<file path="src/verilog/csb_pkg.sv">
package csb_pkg;

  // data path widths
  localparam int unsigned DATA_W   = 8;
  localparam int unsigned PC_W     = 16;
  localparam int unsigned OFS_W    = 7;
  localparam int unsigned SEL_W    = 3;
  localparam int unsigned CYC_W    = 2;
  localparam int unsigned ADDR_W   = 8;
  localparam int unsigned HALF_BIT = 3;

  // register byte offsets
  localparam logic [ADDR_W-1:0] REG_OPERANDS = 8'h00;
  localparam logic [ADDR_W-1:0] REG_PC       = 8'h04;
  localparam logic [ADDR_W-1:0] REG_FLAGS    = 8'h08;
  localparam logic [ADDR_W-1:0] REG_BRANCH   = 8'h0C;
  localparam logic [ADDR_W-1:0] REG_COMMAND  = 8'h10;

  // field positions
  localparam int unsigned OPND_DEST_LSB = 0;
  localparam int unsigned OPND_SRC_LSB  = 8;
  localparam int unsigned OPND_IO_LSB   = 16;
  localparam int unsigned OPND_BIT_LSB  = 24;
  localparam int unsigned OPND_TWO_WORD = 28;
  localparam int unsigned BR_OFS_LSB    = 0;
  localparam int unsigned BR_SEL_LSB    = 8;
  localparam int unsigned CMD_OP_LSB    = 0;
  localparam int unsigned CMD_OP_W      = 5;
  localparam int unsigned CMD_BUSY      = 8;
  localparam int unsigned CMD_TAKEN     = 9;
  localparam int unsigned CMD_CYC_LSB   = 10;
  localparam int unsigned CMD_BAD       = 12;

  // flag positions inside the flag register
  localparam logic [SEL_W-1:0] FLG_C = 3'h0;
  localparam logic [SEL_W-1:0] FLG_Z = 3'h1;
  localparam logic [SEL_W-1:0] FLG_N = 3'h2;
  localparam logic [SEL_W-1:0] FLG_V = 3'h3;
  localparam logic [SEL_W-1:0] FLG_H = 3'h5;

  // reset values and steps
  localparam logic [PC_W-1:0]   PC_RST     = 16'h0000;
  localparam logic [DATA_W-1:0] FLAGS_RST  = 8'h00;
  localparam logic [PC_W-1:0]   STEP_NEXT  = 16'h0001;
  localparam logic [PC_W-1:0]   STEP_SKIP1 = 16'h0002;
  localparam logic [PC_W-1:0]   STEP_SKIP2 = 16'h0003;
  localparam logic [CYC_W-1:0]  CYC_ONE    = 2'h1;
  localparam logic [CYC_W-1:0]  CYC_TWO    = 2'h2;
  localparam logic [CYC_W-1:0]  CYC_THREE  = 2'h3;

  // bus constants
  localparam int unsigned HTRANS_ACTIVE = 1;
  localparam logic [2:0]  HSIZE_WORD    = 3'h2;
  localparam logic        HRESP_OKAY    = 1'h0;

  typedef enum logic [4:0] {
    OP_COMPARE_REGISTERS      = 5'b00000,
    OP_COMPARE_WITH_CARRY_IN  = 5'b00001,
    OP_COMPARE_IMMEDIATE      = 5'b00010,
    OP_SKIP_REG_BIT_CLEAR     = 5'b00011,
    OP_SKIP_REG_BIT_SET       = 5'b00100,
    OP_SKIP_IO_BIT_CLEAR      = 5'b00101,
    OP_SKIP_IO_BIT_SET        = 5'b00110,
    OP_BRANCH_FLAG_SET        = 5'b00111,
    OP_BRANCH_FLAG_CLEAR      = 5'b01000,
    OP_BRANCH_EQUAL           = 5'b01001,
    OP_BRANCH_NOT_EQUAL       = 5'b01010,
    OP_BRANCH_CARRY_SET       = 5'b01011,
    OP_BRANCH_CARRY_CLEAR     = 5'b01100,
    OP_BRANCH_SAME_OR_HIGHER  = 5'b01101,
    OP_BRANCH_LOWER           = 5'b01110,
    OP_BRANCH_MINUS           = 5'b01111,
    OP_BRANCH_PLUS            = 5'b10000,
    OP_BRANCH_SIGNED_GE       = 5'b10001
  } csb_op_t;

  typedef enum logic [1:0] {
    ST_IDLE = 2'b00,
    ST_EXEC = 2'b01,
    ST_HOLD = 2'b10
  } csb_state_t;

endpackage

</file>
<file path="src/verilog/csb_exec.sv">
`timescale 1ns/10ps
// Summary of operation
// - register compare: dest minus source, result dropped, five flags set, one cycle.
// - compare with carry: dest minus source minus carry, flags set, one cycle.
// - immediate compare: dest minus constant, nothing written back, flags set, one cycle.
// - skip on clear register bit: pc plus 2 or 3, flags kept, 1-3 cycles.
// - skip on set register bit: pc plus 2 or 3, flags kept, 1-3 cycles.
// - skip on clear io bit: pc plus 2 or 3, flags kept, 1-3 cycles.
// - skip on set io bit: pc plus 2 or 3, flags kept, 1-3 cycles.
// - branch if chosen flag is one: pc plus offset plus one, 1-2 cycles.
// - branch if chosen flag is zero: pc plus offset plus one, 1-2 cycles.
// - branch on zero flag set, flags kept, one or two cycles.
// - branch on zero flag clear, pc plus offset plus one, flags kept.
// - branch on carry set, one or two cycles, no flag change.
// - branch on carry clear, one or two cycles, no flag change.
// - unsigned same-or-higher branch when carry is zero, flags kept.
// - unsigned lower branch when carry is one, 1-2 cycles, flags kept.
// - branch on negative flag set, flags kept, one or two cycles.
// - branch on negative flag clear, flags kept, one or two cycles.
// - signed greater-or-equal branch when negative xor overflow is zero.
module csb_exec #(
  parameter int unsigned PC_W = csb_pkg::PC_W
) (
  // clock and reset
  input  wire logic             hclk,
  input  wire logic             hresetn,
  // ahb-lite slave
  input  wire logic             hsel,
  input  wire logic [31:0]      haddr,
  input  wire logic [1:0]       htrans,
  input  wire logic             hwrite,
  input  wire logic [2:0]       hsize,
  input  wire logic [31:0]      hwdata,
  input  wire logic             hready,
  output logic                  hreadyout,
  output logic                  hresp,
  output logic [31:0]           hrdata,
  // execution state
  output logic                  exec_busy,
  output logic [PC_W-1:0]       pc_value,
  output logic [csb_pkg::DATA_W-1:0] flag_value
);

  localparam int unsigned DW = csb_pkg::DATA_W;
  localparam int unsigned SW = csb_pkg::SEL_W;
  localparam int unsigned OW = csb_pkg::OFS_W;
  localparam int unsigned CW = csb_pkg::CYC_W;
  localparam int unsigned AW = csb_pkg::ADDR_W;

  // word-aligned register hit, shared by read and write paths
  function automatic logic reg_hit(input logic [AW-1:0] addr, input logic [AW-1:0] offs);
    reg_hit = (addr == offs);
  endfunction

  // bus tracking state
  logic          dphase_q, dphase_d;
  logic          dwrite_q, dwrite_d;
  logic [AW-1:0] daddr_q, daddr_d;
  logic          rd_done_q, rd_done_d;
  logic [31:0]   hrdata_q, hrdata_d;

  // software-visible operand and program state
  logic [DW-1:0]   dest_q, dest_d;
  logic [DW-1:0]   src_q, src_d;
  logic [DW-1:0]   io_q, io_d;
  logic [SW-1:0]   bit_q, bit_d;
  logic            two_word_q, two_word_d;
  logic [PC_W-1:0] pc_q, pc_d;
  logic [DW-1:0]   flags_q, flags_d;
  logic [OW-1:0]   ofs_q, ofs_d;
  logic [SW-1:0]   fsel_q, fsel_d;

  // execution state
  csb_pkg::csb_state_t state_q, state_d;
  csb_pkg::csb_op_t    op_q, op_d;
  logic [CW-1:0]       cnt_q, cnt_d;
  logic [CW-1:0]       cyc_q, cyc_d;
  logic                taken_q, taken_d;
  logic                bad_q, bad_d;

  // combinational helpers
  logic            accept;
  logic            busy;
  logic            wr_fire;
  logic            start;
  logic [31:0]     rd_mux;
  logic            is_compare;
  logic            is_skip;
  logic            legal;
  logic            taken;
  logic            with_carry;
  logic [DW-1:0]   sub_value;
  logic            cmp_z, cmp_n, cmp_v, cmp_c, cmp_h;
  logic [CW-1:0]   cycles;
  logic [PC_W-1:0] pc_next;
  logic [PC_W-1:0] ofs_ext;
  csb_pkg::csb_op_t new_op;

  assign busy      = (state_q != csb_pkg::ST_IDLE);
  assign accept    = hsel & hready & htrans[csb_pkg::HTRANS_ACTIVE];
  // writes and reads wait while an instruction is in flight
  assign hreadyout = ~dphase_q | (dwrite_q ? ~busy : rd_done_q);
  assign wr_fire   = dphase_q & dwrite_q & ~busy;
  assign start     = wr_fire & reg_hit(daddr_q, csb_pkg::REG_COMMAND);
  assign new_op    = csb_pkg::csb_op_t'(hwdata[csb_pkg::CMD_OP_LSB +: csb_pkg::CMD_OP_W]);
  assign hresp     = csb_pkg::HRESP_OKAY;
  assign hrdata    = hrdata_q;
  assign exec_busy = busy;
  assign pc_value  = pc_q;
  assign flag_value = flags_q;

  // register or io bit test for skips, flag test for branches
  csb_condition u_cond (
    .op         (op_q),
    .flags      (flags_q),
    .src_value  (src_q),
    .io_value   (io_q),
    .bit_sel    (bit_q),
    .flag_sel   (fsel_q),
    .is_compare (is_compare),
    .is_skip    (is_skip),
    .legal      (legal),
    .taken      (taken)
  );

  // immediate compare takes the constant from the source field
  always_comb begin
    with_carry = (op_q == csb_pkg::OP_COMPARE_WITH_CARRY_IN);
    sub_value  = src_q;
  end

  // subtractor with flag logic
  csb_compare #(
    .DATA_W (DW)
  ) u_cmp (
    .dest_value (dest_q),
    .sub_value  (sub_value),
    .carry_in   (flags_q[csb_pkg::FLG_C]),
    .with_carry (with_carry),
    .zero_in    (flags_q[csb_pkg::FLG_Z]),
    .zero_out   (cmp_z),
    .neg_out    (cmp_n),
    .ovf_out    (cmp_v),
    .carry_out  (cmp_c),
    .half_out   (cmp_h)
  );

  // next pc and cycle count of the instruction in flight
  always_comb begin
    ofs_ext = {{(PC_W-OW){ofs_q[OW-1]}}, ofs_q};
    pc_next = pc_q + csb_pkg::STEP_NEXT;
    cycles  = csb_pkg::CYC_ONE;
    if (is_skip && taken) begin
      // a skipped two-word instruction costs one more cycle
      pc_next = pc_q + (two_word_q ? csb_pkg::STEP_SKIP2 : csb_pkg::STEP_SKIP1);
      cycles  = two_word_q ? csb_pkg::CYC_THREE : csb_pkg::CYC_TWO;
    end else if (!is_skip && !is_compare && taken) begin
      pc_next = pc_q + ofs_ext + csb_pkg::STEP_NEXT;
      cycles  = csb_pkg::CYC_TWO;
    end
    // untaken branch or skip falls through to pc plus one
  end

  // ahb-lite address and data phase tracking
  always_comb begin
    dphase_d  = dphase_q;
    dwrite_d  = dwrite_q;
    daddr_d   = daddr_q;
    rd_done_d = rd_done_q;
    hrdata_d  = hrdata_q;
    if (dphase_q && hreadyout) begin
      dphase_d  = 1'b0;
      rd_done_d = 1'b0;
    end
    if (dphase_q && !dwrite_q && !busy && !rd_done_q) begin
      // one wait state so that read data comes from a flop
      hrdata_d  = rd_mux;
      rd_done_d = 1'b1;
    end
    if (accept) begin
      dphase_d  = 1'b1;
      dwrite_d  = hwrite & (hsize == csb_pkg::HSIZE_WORD);
      daddr_d   = haddr[AW-1:0];
      rd_done_d = 1'b0;
    end
  end

  always_ff @(posedge hclk or negedge hresetn) begin
    if (!hresetn) begin
      dphase_q  <= 1'b0;
      dwrite_q  <= 1'b0;
      daddr_q   <= '0;
      rd_done_q <= 1'b0;
      hrdata_q  <= 32'h00000000;
    end else begin
      dphase_q  <= dphase_d;
      dwrite_q  <= dwrite_d;
      daddr_q   <= daddr_d;
      rd_done_q <= rd_done_d;
      hrdata_q  <= hrdata_d;
    end
  end

  // read mux; unmapped addresses read as zero
  always_comb begin
    rd_mux = 32'h00000000;
    if (reg_hit(daddr_q, csb_pkg::REG_OPERANDS)) begin
      rd_mux[csb_pkg::OPND_DEST_LSB +: DW] = dest_q;
      rd_mux[csb_pkg::OPND_SRC_LSB +: DW]  = src_q;
      rd_mux[csb_pkg::OPND_IO_LSB +: DW]   = io_q;
      rd_mux[csb_pkg::OPND_BIT_LSB +: SW]  = bit_q;
      rd_mux[csb_pkg::OPND_TWO_WORD]       = two_word_q;
    end else if (reg_hit(daddr_q, csb_pkg::REG_PC)) begin
      rd_mux[PC_W-1:0] = pc_q;
    end else if (reg_hit(daddr_q, csb_pkg::REG_FLAGS)) begin
      rd_mux[DW-1:0] = flags_q;
    end else if (reg_hit(daddr_q, csb_pkg::REG_BRANCH)) begin
      rd_mux[csb_pkg::BR_OFS_LSB +: OW] = ofs_q;
      rd_mux[csb_pkg::BR_SEL_LSB +: SW] = fsel_q;
    end else if (reg_hit(daddr_q, csb_pkg::REG_COMMAND)) begin
      rd_mux[csb_pkg::CMD_OP_LSB +: csb_pkg::CMD_OP_W] = op_q;
      rd_mux[csb_pkg::CMD_BUSY]                        = busy;
      rd_mux[csb_pkg::CMD_TAKEN]                       = taken_q;
      rd_mux[csb_pkg::CMD_CYC_LSB +: CW]               = cyc_q;
      rd_mux[csb_pkg::CMD_BAD]                         = bad_q;
    end
  end

  // register file: software writes, execution commits pc and flags
  always_comb begin
    dest_d     = dest_q;
    src_d      = src_q;
    io_d       = io_q;
    bit_d      = bit_q;
    two_word_d = two_word_q;
    pc_d       = pc_q;
    flags_d    = flags_q;
    ofs_d      = ofs_q;
    fsel_d     = fsel_q;
    if (wr_fire && reg_hit(daddr_q, csb_pkg::REG_OPERANDS)) begin
      dest_d     = hwdata[csb_pkg::OPND_DEST_LSB +: DW];
      src_d      = hwdata[csb_pkg::OPND_SRC_LSB +: DW];
      io_d       = hwdata[csb_pkg::OPND_IO_LSB +: DW];
      bit_d      = hwdata[csb_pkg::OPND_BIT_LSB +: SW];
      two_word_d = hwdata[csb_pkg::OPND_TWO_WORD];
    end
    if (wr_fire && reg_hit(daddr_q, csb_pkg::REG_PC)) begin
      pc_d = hwdata[PC_W-1:0];
    end
    if (wr_fire && reg_hit(daddr_q, csb_pkg::REG_FLAGS)) begin
      flags_d = hwdata[DW-1:0];
    end
    if (wr_fire && reg_hit(daddr_q, csb_pkg::REG_BRANCH)) begin
      ofs_d  = hwdata[csb_pkg::BR_OFS_LSB +: OW];
      fsel_d = hwdata[csb_pkg::BR_SEL_LSB +: SW];
    end
    // no bus write can land here: the bus stalls while busy
    if (state_q == csb_pkg::ST_EXEC) begin
      pc_d = pc_next;
      if (is_compare) begin
        // only compares touch flags; skips and branches leave them
        flags_d[csb_pkg::FLG_Z] = cmp_z;
        flags_d[csb_pkg::FLG_N] = cmp_n;
        flags_d[csb_pkg::FLG_V] = cmp_v;
        flags_d[csb_pkg::FLG_C] = cmp_c;
        flags_d[csb_pkg::FLG_H] = cmp_h;
      end
    end
  end

  always_ff @(posedge hclk or negedge hresetn) begin
    if (!hresetn) begin
      dest_q     <= '0;
      src_q      <= '0;
      io_q       <= '0;
      bit_q      <= '0;
      two_word_q <= 1'b0;
      pc_q       <= csb_pkg::PC_RST;
      flags_q    <= csb_pkg::FLAGS_RST;
      ofs_q      <= '0;
      fsel_q     <= '0;
    end else begin
      dest_q     <= dest_d;
      src_q      <= src_d;
      io_q       <= io_d;
      bit_q      <= bit_d;
      two_word_q <= two_word_d;
      pc_q       <= pc_d;
      flags_q    <= flags_d;
      ofs_q      <= ofs_d;
      fsel_q     <= fsel_d;
    end
  end

  // sequencer: one exec cycle, then hold for the rest of the count
  always_comb begin
    state_d = state_q;
    op_d    = op_q;
    cnt_d   = cnt_q;
    cyc_d   = cyc_q;
    taken_d = taken_q;
    bad_d   = bad_q;
    unique case (state_q)
      csb_pkg::ST_IDLE: begin
        if (start) begin
          op_d    = new_op;
          state_d = csb_pkg::ST_EXEC;
        end
      end
      csb_pkg::ST_EXEC: begin
        // an unknown opcode raises the bad bit; pc still steps by one
        bad_d   = ~legal;
        taken_d = taken & legal;
        cyc_d   = cycles;
        cnt_d   = cycles - csb_pkg::CYC_ONE;
        state_d = (legal && cycles != csb_pkg::CYC_ONE) ? csb_pkg::ST_HOLD
                                                        : csb_pkg::ST_IDLE;
      end
      csb_pkg::ST_HOLD: begin
        cnt_d = cnt_q - csb_pkg::CYC_ONE;
        if (cnt_q == csb_pkg::CYC_ONE) begin
          state_d = csb_pkg::ST_IDLE;
        end
      end
      default: state_d = csb_pkg::ST_IDLE;
    endcase
  end

  always_ff @(posedge hclk or negedge hresetn) begin
    if (!hresetn) begin
      state_q <= csb_pkg::ST_IDLE;
      op_q    <= csb_pkg::OP_COMPARE_REGISTERS;
      cnt_q   <= '0;
      cyc_q   <= '0;
      taken_q <= 1'b0;
      bad_q   <= 1'b0;
    end else begin
      state_q <= state_d;
      op_q    <= op_d;
      cnt_q   <= cnt_d;
      cyc_q   <= cyc_d;
      taken_q <= taken_d;
      bad_q   <= bad_d;
    end
  end

endmodule

</file>
<file path="src/verilog/csb_compare.sv">
`timescale 1ns/10ps
module csb_compare #(
  parameter int unsigned DATA_W = csb_pkg::DATA_W
) (
  // operands
  input  wire logic [DATA_W-1:0] dest_value,
  input  wire logic [DATA_W-1:0] sub_value,
  input  wire logic              carry_in,
  input  wire logic              with_carry,
  input  wire logic              zero_in,
  // resulting flags
  output logic                   zero_out,
  output logic                   neg_out,
  output logic                   ovf_out,
  output logic                   carry_out,
  output logic                   half_out
);

  logic [DATA_W-1:0] diff;
  logic              bin;

  // difference is only looked at, never written back
  always_comb begin
    bin       = with_carry & carry_in;
    diff      = dest_value - sub_value - DATA_W'(bin);
    neg_out   = diff[DATA_W-1];
    ovf_out   = (dest_value[DATA_W-1] & ~sub_value[DATA_W-1] & ~diff[DATA_W-1])
              | (~dest_value[DATA_W-1] & sub_value[DATA_W-1] & diff[DATA_W-1]);
    carry_out = (~dest_value[DATA_W-1] & sub_value[DATA_W-1])
              | (sub_value[DATA_W-1] & diff[DATA_W-1])
              | (diff[DATA_W-1] & ~dest_value[DATA_W-1]);
    half_out  = (~dest_value[csb_pkg::HALF_BIT] & sub_value[csb_pkg::HALF_BIT])
              | (sub_value[csb_pkg::HALF_BIT] & diff[csb_pkg::HALF_BIT])
              | (diff[csb_pkg::HALF_BIT] & ~dest_value[csb_pkg::HALF_BIT]);
    // chained compare keeps zero only if the earlier byte was zero too
    zero_out  = (diff == '0) & (~with_carry | zero_in);
  end

endmodule

</file>
<file path="src/verilog/csb_condition.sv">
`timescale 1ns/10ps
module csb_condition (
  // instruction and operands
  input  wire csb_pkg::csb_op_t                   op,
  input  wire logic [csb_pkg::DATA_W-1:0]         flags,
  input  wire logic [csb_pkg::DATA_W-1:0]         src_value,
  input  wire logic [csb_pkg::DATA_W-1:0]         io_value,
  input  wire logic [csb_pkg::SEL_W-1:0]          bit_sel,
  input  wire logic [csb_pkg::SEL_W-1:0]          flag_sel,
  // decode results
  output logic                                    is_compare,
  output logic                                    is_skip,
  output logic                                    legal,
  output logic                                    taken
);

  logic sel_flag;
  logic reg_bit;
  logic io_bit;

  // one test per opcode; codes above the last are illegal
  always_comb begin
    sel_flag   = flags[flag_sel];
    reg_bit    = src_value[bit_sel];
    io_bit     = io_value[bit_sel];
    is_compare = 1'b0;
    is_skip    = 1'b0;
    legal      = 1'b1;
    taken      = 1'b0;
    unique case (op)
      csb_pkg::OP_COMPARE_REGISTERS,
      csb_pkg::OP_COMPARE_WITH_CARRY_IN,
      csb_pkg::OP_COMPARE_IMMEDIATE:     is_compare = 1'b1;
      csb_pkg::OP_SKIP_REG_BIT_CLEAR:    begin is_skip = 1'b1; taken = ~reg_bit; end
      csb_pkg::OP_SKIP_REG_BIT_SET:      begin is_skip = 1'b1; taken = reg_bit; end
      csb_pkg::OP_SKIP_IO_BIT_CLEAR:     begin is_skip = 1'b1; taken = ~io_bit; end
      csb_pkg::OP_SKIP_IO_BIT_SET:       begin is_skip = 1'b1; taken = io_bit; end
      csb_pkg::OP_BRANCH_FLAG_SET:       taken = sel_flag;
      csb_pkg::OP_BRANCH_FLAG_CLEAR:     taken = ~sel_flag;
      csb_pkg::OP_BRANCH_EQUAL:          taken = flags[csb_pkg::FLG_Z];
      csb_pkg::OP_BRANCH_NOT_EQUAL:      taken = ~flags[csb_pkg::FLG_Z];
      csb_pkg::OP_BRANCH_CARRY_SET:      taken = flags[csb_pkg::FLG_C];
      csb_pkg::OP_BRANCH_CARRY_CLEAR:    taken = ~flags[csb_pkg::FLG_C];
      csb_pkg::OP_BRANCH_SAME_OR_HIGHER: taken = ~flags[csb_pkg::FLG_C];
      csb_pkg::OP_BRANCH_LOWER:          taken = flags[csb_pkg::FLG_C];
      csb_pkg::OP_BRANCH_MINUS:          taken = flags[csb_pkg::FLG_N];
      csb_pkg::OP_BRANCH_PLUS:           taken = ~flags[csb_pkg::FLG_N];
      csb_pkg::OP_BRANCH_SIGNED_GE:
        taken = ~(flags[csb_pkg::FLG_N] ^ flags[csb_pkg::FLG_V]);
      default:                           legal = 1'b0;
    endcase
  end

endmodule

</file>
<file path="config.mk">
export PLATFORM = sky130hd
export DESIGN_NAME = csb_exec
export DESIGN_NICKNAME = d
export VERILOG_FILES = /design/src/verilog/csb_pkg.sv /design/src/verilog/csb_exec.sv /design/src/verilog/csb_compare.sv /design/src/verilog/csb_condition.sv
export SDC_FILE = /design/constraint.sdc
export NUM_CORES = 1
export LEC_CHECK = 0
export CELL_PAD_IN_SITES_DETAIL_PLACEMENT = 2
export CELL_PAD_IN_SITES_GLOBAL_PLACEMENT = 2
export CORE_MARGIN = 1.5
export CORE_UTILIZATION = 31
export CTS_BUF_LIST = sky130_fd_sc_hd__clkbuf_16
export DETAILED_ROUTE_END_ITERATION = 16
export DONT_BUFFER_PORTS = 1
export PLACE_DENSITY = 0.65
export SLEW_MARGIN = 5
export SYNTH_ARGS = -nofsm -noshare
export SYNTH_HDL_FRONTEND = slang
export SYNTH_SLANG_ARGS = --single-unit
</file>
<file path="constraint.sdc">
create_clock -name hclk -period 8.15 [get_ports hclk]
set_input_delay 2.445 -clock hclk [delete_from_list [all_inputs] [get_ports hclk]]
set_output_delay 2.445 -clock hclk [all_outputs]
set_load 0.05 [all_outputs]
</file>
# Word level (Yosys, flattened, before mapping)
# Cells that the tools add are included.
# classes
n_addsub,8
n_mul,0
n_div,0
n_lt_le_gt_ge,2
n_eq_ne,28
n_shift,0
muxes,47
bitwise,41
reduce_logical,33
# ops
op,count
$mux W16,5
$eq A5 B4 Y1 const B,8
$add A16 B1 Y16 const B,2
$eq A5 B3 Y1 const B,4
$mux W5,4
$and A1 B1 Y1,18
$reduce_or A18 Y1,1
$mux W1,17
$add A16 B16 Y16,1
$add A16 B2 Y16,1
$eq A8 B4 Y1 const B,2
$logic_not A8 Y1,2
$not A1 Y1,15
$mux W2,7
$mux W13,1
$pmux W1 S13,1
$logic_and A1 B1 Y1,12
$mux W11,1
$eq A5 B2 Y1 const B,2
$eq A5 B5 Y1 const B,2
$bmux W1 S3,3
$eq A8 B3 Y1 const B,1
$eq A8 B5 Y1 const B,1
$lt A3 B4 Y1 const B,2
other kinds (26),46
# word_totals
reg_bits,114
latch_bits,0
mem_bits_rw,0
romBits,0
inputBits,74
output_inout_bits,59
wordCells,180
memories,0

# Longest topological paths before layout
# Gate-level depths: netlist (run 1).
# logic_depth
ltp_word,12
mapped_depth,15
ltp_nobuf,13

# Hierarchy
# Synthesis (run 1) repeated with hierarchy kept, for this count alone.
# hier_totals
hier_cells,827
area_unflattened_um2,7773.7
# by_module_without_submodules
module,n_inst,cells_each,area_each_um2,seq_area_each_um2
csb_exec,1,701,6774.0,2852.7
csb_compare,1,74,559.3,0.0
csb_condition,1,52,440.4,0.0

# Worst setup path before layout (run 1)
# OpenSTA, ideal clock, no wires.
# synth_timing
path_type,reg-to-output
from,reg state_q[0]
to,out hreadyout
arrival_time_ps,1897
t_required_ps,5705
slack_ps,3808
stages_incl_launch_ff,5
path_buffers,0
cell_sequence,dfrtp_1 -> inv_1 -> ha_1 -> nor2b_1 -> o21ai_0
# synth_between
elab_chain_cells,4
# synth_rtl
item,line_no,rtl
start: declaration,csb_exec.sv:74,"csb_pkg::csb_state_t state_q, state_d;"
start signal: assignment,csb_exec.sv:331,state_q <= csb_pkg::ST_IDLE;
start signal: assignment,csb_exec.sv:338,state_q <= state_d;
$reduce_bool A2 Y1,csb_exec.sv:99,assign busy = (state_q != csb_pkg::ST_IDLE);
$not A1 Y1,csb_exec.sv:102,assign hreadyout = ~dphase_q | (dwrite_q ? ~busy : rd_done_q);
$mux W1,csb_exec.sv:102,
$or A1 B1 Y1,csb_exec.sv:102,
end: declaration,csb_exec.sv:35,"output logic hreadyout,"
# Every way passes these cells.

# Worst setup path after layout (run 1)
# Same ends and word-level chain as after synthesis.

==> metrics.cfg, run 1 <==
[worst_setup_path]
critical-path-slowest-cell=o21ai_1
path_delay_family=compound AO/OA/AOI/OAI gates
cp-start-kind=flip-flop
critPathBufInv=1
cp.arrival_ps=2160
cp_max_fo=7
cp-end-kind=output pin
worst-setup-path-type=reg2out
cp.required_ps=5710
slowest_delay_ps=840
crit_chain=inv_1 -> ha_1 -> nor2b_1 -> o21ai_1

[clock_network]
root_buffer=clkbuf_16
htreeDepth=4
insertion_delay_ps=430
cts_tree=yes
post_cts_buffers=0
clock_path_buffers=2
clkTransAtPathRegs_ps=60
clock_sinks=114
hold_buffers=0
cts_buffers=17
ctsResizeCount=0

[cells_and_area]
fin_util_pct=35.01
finalNonFillerCells=1105
syn2layout_area_growth_pct=10.34
nets=887
drive_gt1_share_pct=13.36
antennaDiodeCount=0
fillers=2586
final_area_um2=8268

[logic_synthesis]
synthMuxAreaShare_pct=12.44
synth_compound_area_share_pct=15.90
synthTopCellsByArea=dfrtp_1 38%, mux2_2 7.7%, ha_1 6.2%, nand2_1 5.3%, o21ai_0 2.9%
synth-async-reset-ratio_pct=100.0
syn-cell-area_um2=7493
yosysSeqAreaShare_pct=38.07
synth_top_family_by_area=simple AND/OR/NAND/NOR gates
synthXorXnorAreaFrac_pct=4.558
postSynthCellCount=804
avgSynthCellArea_um2=9.320
ys_ff_latch=114
synth_warnings=0
synth_edf_count=0
synthFlopType=dfrtp_1
synth_top_area_share_pct=38.07
synthAdderAreaFrac_pct=6.979
synthTopCellsByCount=114 x dfrtp_1, 106 x nand2_1, 51 x mux2_2
synth_area_leader_cell=dfrtp_1
synthSimpleGateAreaFrac_pct=16.38
ys_types=70
yosysMostFrequentCell=dfrtp_1

[routing]
drc_errors=0
vias=6218
drt_first_pass_iters=8
vias_per_cell=5.627
dr.first_iter.drc_count=263
avgRoutedWirePerCell_um=24.53
postRouteAntennaNets=0
finalWirelength_um=27100

[sta]
clock_skew_ps=13.02
worst_pin_slew_ps=1173
finalCritPeriodShare_pct=56.55
slew_headroom_pct=21.53
min_period_ps=4609
finalHoldViolations=0
setup_ws_ps=3541
timing.fmax_mhz=217.0
drv_slew=0
rsz0062_at_grt=no
fin_tns_setup_ps=0
setup_viol=0

[placed_design]
dp_hpwl_um=19910
place_ws_ps=3966
placed_area_um2=7662
numPortBuffers=0
routabilityCongestion=0.7976
place_inst=1073

[grt]
grt_pass1_wl_um=41020
grt.met2_usage_pct=37.70
antenna_found_initial=0
overflow=0
met1_usage_pct=27.94
grtUsageMet3_pct=5.035
grt_pass1_vias=6657
busiest_layer=met2
grt_usage_pct=22.13
grt_max_degree=115

[die]
die_h_um=158.5
core_area_um2=23610
die_width_um=158.5
row_count=56
dieArea_um2=25110
start_util_pct=31.73
ios=133

[job]
max_cap_viol_count=0

[power]
power.density_nw_per_um2=280.7
p_leak_uw=0.003624
ir_drop_v=0.0001284

[min_path]
min_path_type=reg2reg

[status]
outcome=complete, no violations

report_power, final:
group	total, uW	internal [uW]	switching (uW)
clock network	786	483	303
logic	529	235	293
registers	1010	642	365
layout make-up:
cell class / count / area (um2) / area share [%]
clock buffers: 17 / 425.4 / 5.145
clock inverters: 15 / 180.2 / 2.179
inverters: 39 / 146.4 / 1.771
multi-input cells: 597 / 4234 / 51.21
flip-flops and latches: 114 / 2853 / 34.50
well taps: 319 / 399.1 / 4.827
repair buffers: 4 / 30.03 / 0.3632
worst reg2reg max path: cells and delay by family (launching register included):
family,cells,cell delay [ps]
AOI/OAI and AO/OA,6,1340
adders and majority gates,2,700
DFF,1,510
and+or+nand+nor,4,1160
per-stage QoR:
| stage | hold slack [ps] | total power (uW) |
|---|---|---|
| after global routing | 536.9 | 2435 |
| after CTS | 513.3 | 2344 |
| after floorplan | 470.1 | 1371 |
| after global placement | 481.9 | 1515 |
| final | 503.6 | 2321 |
| after detailed placement | 500.0 | 1549 |
per-layer routing:
metal,part of all wire (%),vias up
met3,5.4,27
met5,0,-
li1,-,2813
met4,1.9,0
met2,50,141
met1,43,3237
sequential cells by signal, summed over array words and instances (netlist names), 3 cells and up:
name / cells
src_q: 8
dest_q: 8
ofs_q: 7
bit_q: 3
flag_value: 8
fsel_q: 3
daddr_q: 8
hrdata: 28
pc_value: 16
io_q: 8
op_q: 5
cell usage in the layout (no fill, tap or decap), drive strengths merged, types with 8 or more instances in the layout:
cell	n
o21ai	45
mux2i	17
a222oi	10
xor2	16
nand3	38
xnor2	23
a21oi	41
and3	13
inv	43
nor2b	8
dfrtp	114
a31oi	16
mux4	8
clkbuf	17
mux2	51
nand2b	8
ha	37
o22ai	12
nor2	46
nand2	106
cell families (layout without fill, tap and decap cells):
group,Yosys count,after routing
other,1,5
adder cells (fa/ha/maj),40,40
AND/OR/NAND/NOR,258,258
XOR/XNOR,39,39
buffers and inverters,97,75
flip-flops,114,114
AO/OA/AOI/OAI,179,179
multiplexers,76,76
final timing paths:
path                            start             to  slack (ps)  cells after the start
setup / recovery           state_q[0]      hreadyout        3540                      4
hold / removal             daddr_q[6]     daddr_q[6]         500                      1
setup reg to reg              op_q[3]  flag_value[1]        4340                     12
hold reg to reg            daddr_q[6]     daddr_q[6]         500                      1
max in group asynchronous     hresetn   pc_value[13]        6220                      0
min in group asynchronous     hresetn        op_q[0]        1720                      0
Note: power is estimated with default switching activity, not from simulation.
==> run 2, diff against run 1 <==
Settings changed: PLACE_DENSITY 0.65 to 0.68.
Clock period 8.15 ns to 4.2 ns, I/O delays scaled along.
==> run 2 against run 1 <==
Effect of this change: core utilization is 0.56 points higher; register-to-register slack worse by 3700 ps; critical path type is now reg2reg; highest routed layer unchanged; via count is 2.1% higher; flip-flop and latch count stayed put; global-route usage is 0.41 points higher; first-iteration DRC count is 64% higher; die area stayed put.
==> metrics.cfg, run 2 (synthesis results as in run 1) <==
[placed_design]
routabilityCongestion=0.8334  ; was 0.7976
dp_hpwl_um=20120  ; was 19910 um
numPortBuffers=0  ; unchanged

[grt]
grt_pass1_vias=7078  ; was 6657
overflow=0  ; unchanged
grt_usage_pct=22.54  ; was 22.13%
grt_max_degree=115  ; unchanged
grt_pass1_wl_um=42210  ; was 41020 um
antenna_found_initial=0  ; unchanged

[power]
switchingPower_uw=1887  ; was 961.0 uW
switching_share_pct=41.75  ; was 41.41%
power.density_nw_per_um2=538.0  ; was 280.7 nW/um2
ir_drop_v=0.0002676  ; was 0.0001284 V
cell_internal_pwr_uw=2632  ; was 1360 uW
sequentialPowerShare_pct=38.9  ; was 43.4%
combPwrFrac_pct=28.5  ; was 22.8%
p_leak_uw=0.003717  ; was 0.003624 uW
clkPwrFrac_pct=32.5  ; was 33.9%

[die]
dieArea_um2=25110  ; unchanged
row_count=56  ; unchanged
die_h_um=158.5  ; unchanged
die_width_um=158.5  ; unchanged
ios=133  ; unchanged
start_util_pct=31.73  ; unchanged
core_area_um2=23610  ; unchanged

[sta]
rsz0062_at_grt=no  ; unchanged
finalCritPeriodShare_pct=83.90
worst_pin_slew_ps=1147  ; was 1173 ps
clock_skew_ps=11.93  ; was 13.02 ps
timing.fmax_mhz=283.8
finalHoldViolations=0  ; unchanged
drv_slew=0  ; unchanged
fin_tns_setup_ps=0  ; unchanged
slew_headroom_pct=23.53  ; was 21.53%
setup_viol=0  ; unchanged
min_period_ps=3524

[routing]
dr.first_iter.drc_count=431  ; was 263
vias_per_cell=5.645  ; was 5.627
postRouteAntennaNets=0  ; unchanged
vias=6351  ; was 6218
avgRoutedWirePerCell_um=24.17  ; was 24.53 um
finalWirelength_um=27190  ; was 27100 um
drc_errors=0  ; unchanged
drt_first_pass_iters=5  ; was 8

[clock_network]
clkTransAtPathRegs_ps=60  ; about the same
insertion_delay_ps=430  ; about the same
cts_tree=yes  ; unchanged
cts_buffers=17  ; unchanged
post_cts_buffers=0  ; unchanged
root_buffer=clkbuf_16  ; unchanged
clock_path_buffers=2  ; unchanged
htreeDepth=4  ; unchanged
ctsResizeCount=0  ; unchanged
clock_sinks=114  ; unchanged
hold_buffers=0  ; unchanged

[worst_setup_path]
startpoint=op_q[1]  ; was state_q[0]
cp-start-kind=flip-flop  ; unchanged
reg2reg_depth=12  ; unchanged
ff2ff_setup_slack_ps=680  ; was 4340 ps
cp.required_ps=4510  ; was 5710 ps
reg2reg_to=flag_value[1]  ; unchanged
path_common_cell=o21a_1
cp_max_fo=16  ; was 7
crit_end=flag_value[1]  ; was hreadyout
reg2reg_from=op_q[1]  ; was op_q[3]
slowest_delay_ps=580  ; was 840 ps
crit_chain=nor2_1 -> nand4_1 -> fa_1 -> ha_1 -> nor2b_1 -> a21boi_0 -> o21a_1 -> o21a_1 -> o21a_1 -> o21ai_0 -> nand2_1 -> a32o_1  ; was inv_1 -> ha_1 -> nor2b_1 -> o21ai_1
cp-end-kind=flip-flop  ; was output pin
cp.arrival_ps=3830  ; was 2160 ps
worst-setup-path-type=reg2reg  ; was reg2out
critical-path-slowest-cell=dfrtp_1  ; was o21ai_1

[cells_and_area]
syn2layout_area_growth_pct=12.09  ; was 10.34%
mostFrequentLayoutCells=114 x dfrtp_1, 106 x nand2_1, 51 x mux2_2  ; unchanged
largest_reg_flops=28  ; unchanged
nets=907  ; was 887
fin_util_pct=35.57  ; was 35.01%
antennaDiodeCount=0  ; unchanged
layout.cells.most_common=dfrtp_1  ; unchanged
drive_gt1_share_pct=15.76  ; was 13.36%

[min_path]
hp-start=daddr_q[0]  ; was daddr_q[6]
min_path_type=reg2reg  ; unchanged

[status]
outcome=complete, no violations  ; unchanged

[job]
max_cap_viol_count=0  ; unchanged

==> run 2: layout make-up <==
| type | instances | area, um2 |
|---|---|---|
| fill | 2598 | 15210 |
| clock inverter | 15 | 161.4 |
| sequential | 114 | 2853 |
| timing repair buffer | 24 | 180.2 |
| tap | 319 | 399.1 |
| multi-input combinational | 597 | 4234 |
| inverter | 39 | 146.4 |
| clock buffer | 17 | 425.4 |
==> run 2: how the worst min path moves through the flow <==
stage                              to  slack [ps]  cells after the start
after floorplan            daddr_q[6]         470                      1
final                      daddr_q[0]         500                      1
after CTS                  daddr_q[0]         500                      1
after global placement     daddr_q[6]         480                      1
after detailed placement   daddr_q[0]         490                      1
after global routing      pc_value[4]         520                      0
==> run 2: through the flow <==
stage | std cells | total power, uW | cell area, um2 | setup WS (ps) | hold slack (ps)
2_1_floorplan | 808 | 2661 | 7508 | 1035 | 470.1
3_3_place_gp | 1093 | 2988 | 7812 | 827.8 | 481.3
3_5_place_dp | 1093 | 3071 | 7812 | 694.7 | 489.1
4_1_cts | 1125 | 4563 | 8399 | 648.1 | 501.7
5_1_grt | 1125 | 4760 | 8399 | 368.1 | 517.2
6_report | 1125 | 4518 | 8399 | 676.3 | 498.3
==> run 2: metal layers <==
| layer | global-route usage, % | vias to the layer above | part of all wire, % |
|---|---|---|---|
| li1 | - | 2849 | - |
| met1 | 28.82 | 3352 | 43 |
| met2 | 38.86 | 130 | 51 |
| met3 | 4.600 | 20 | 4.6 |
| met4 | 5.385 | 0 | 1.3 |
| met5 | 0 | - | 0 |
==> run 2: critical path, delay by kind of cell, from the launching register on <==
| family | cells | cell delay (ps) |
|---|---|---|
| AOI/OAI and AO/OA | 6 | 1350 |
| DFF | 1 | 580 |
| and+or+nand+nor | 4 | 840 |
| adders and majority gates | 2 | 640 |
==> run 2: power by group through the flow <==
| stage | sequential [uW] | combinational (uW) | clock (uW) |
|---|---|---|---|
| final | 1760 | 1290 | 1470 |
| after floorplan | 1770 | 894 | 0 |
| after detailed placement | 1780 | 1290 | 0 |
| after global placement | 1770 | 1220 | 0 |
| after CTS | 1760 | 1310 | 1500 |
| after global routing | 1780 | 1430 | 1540 |
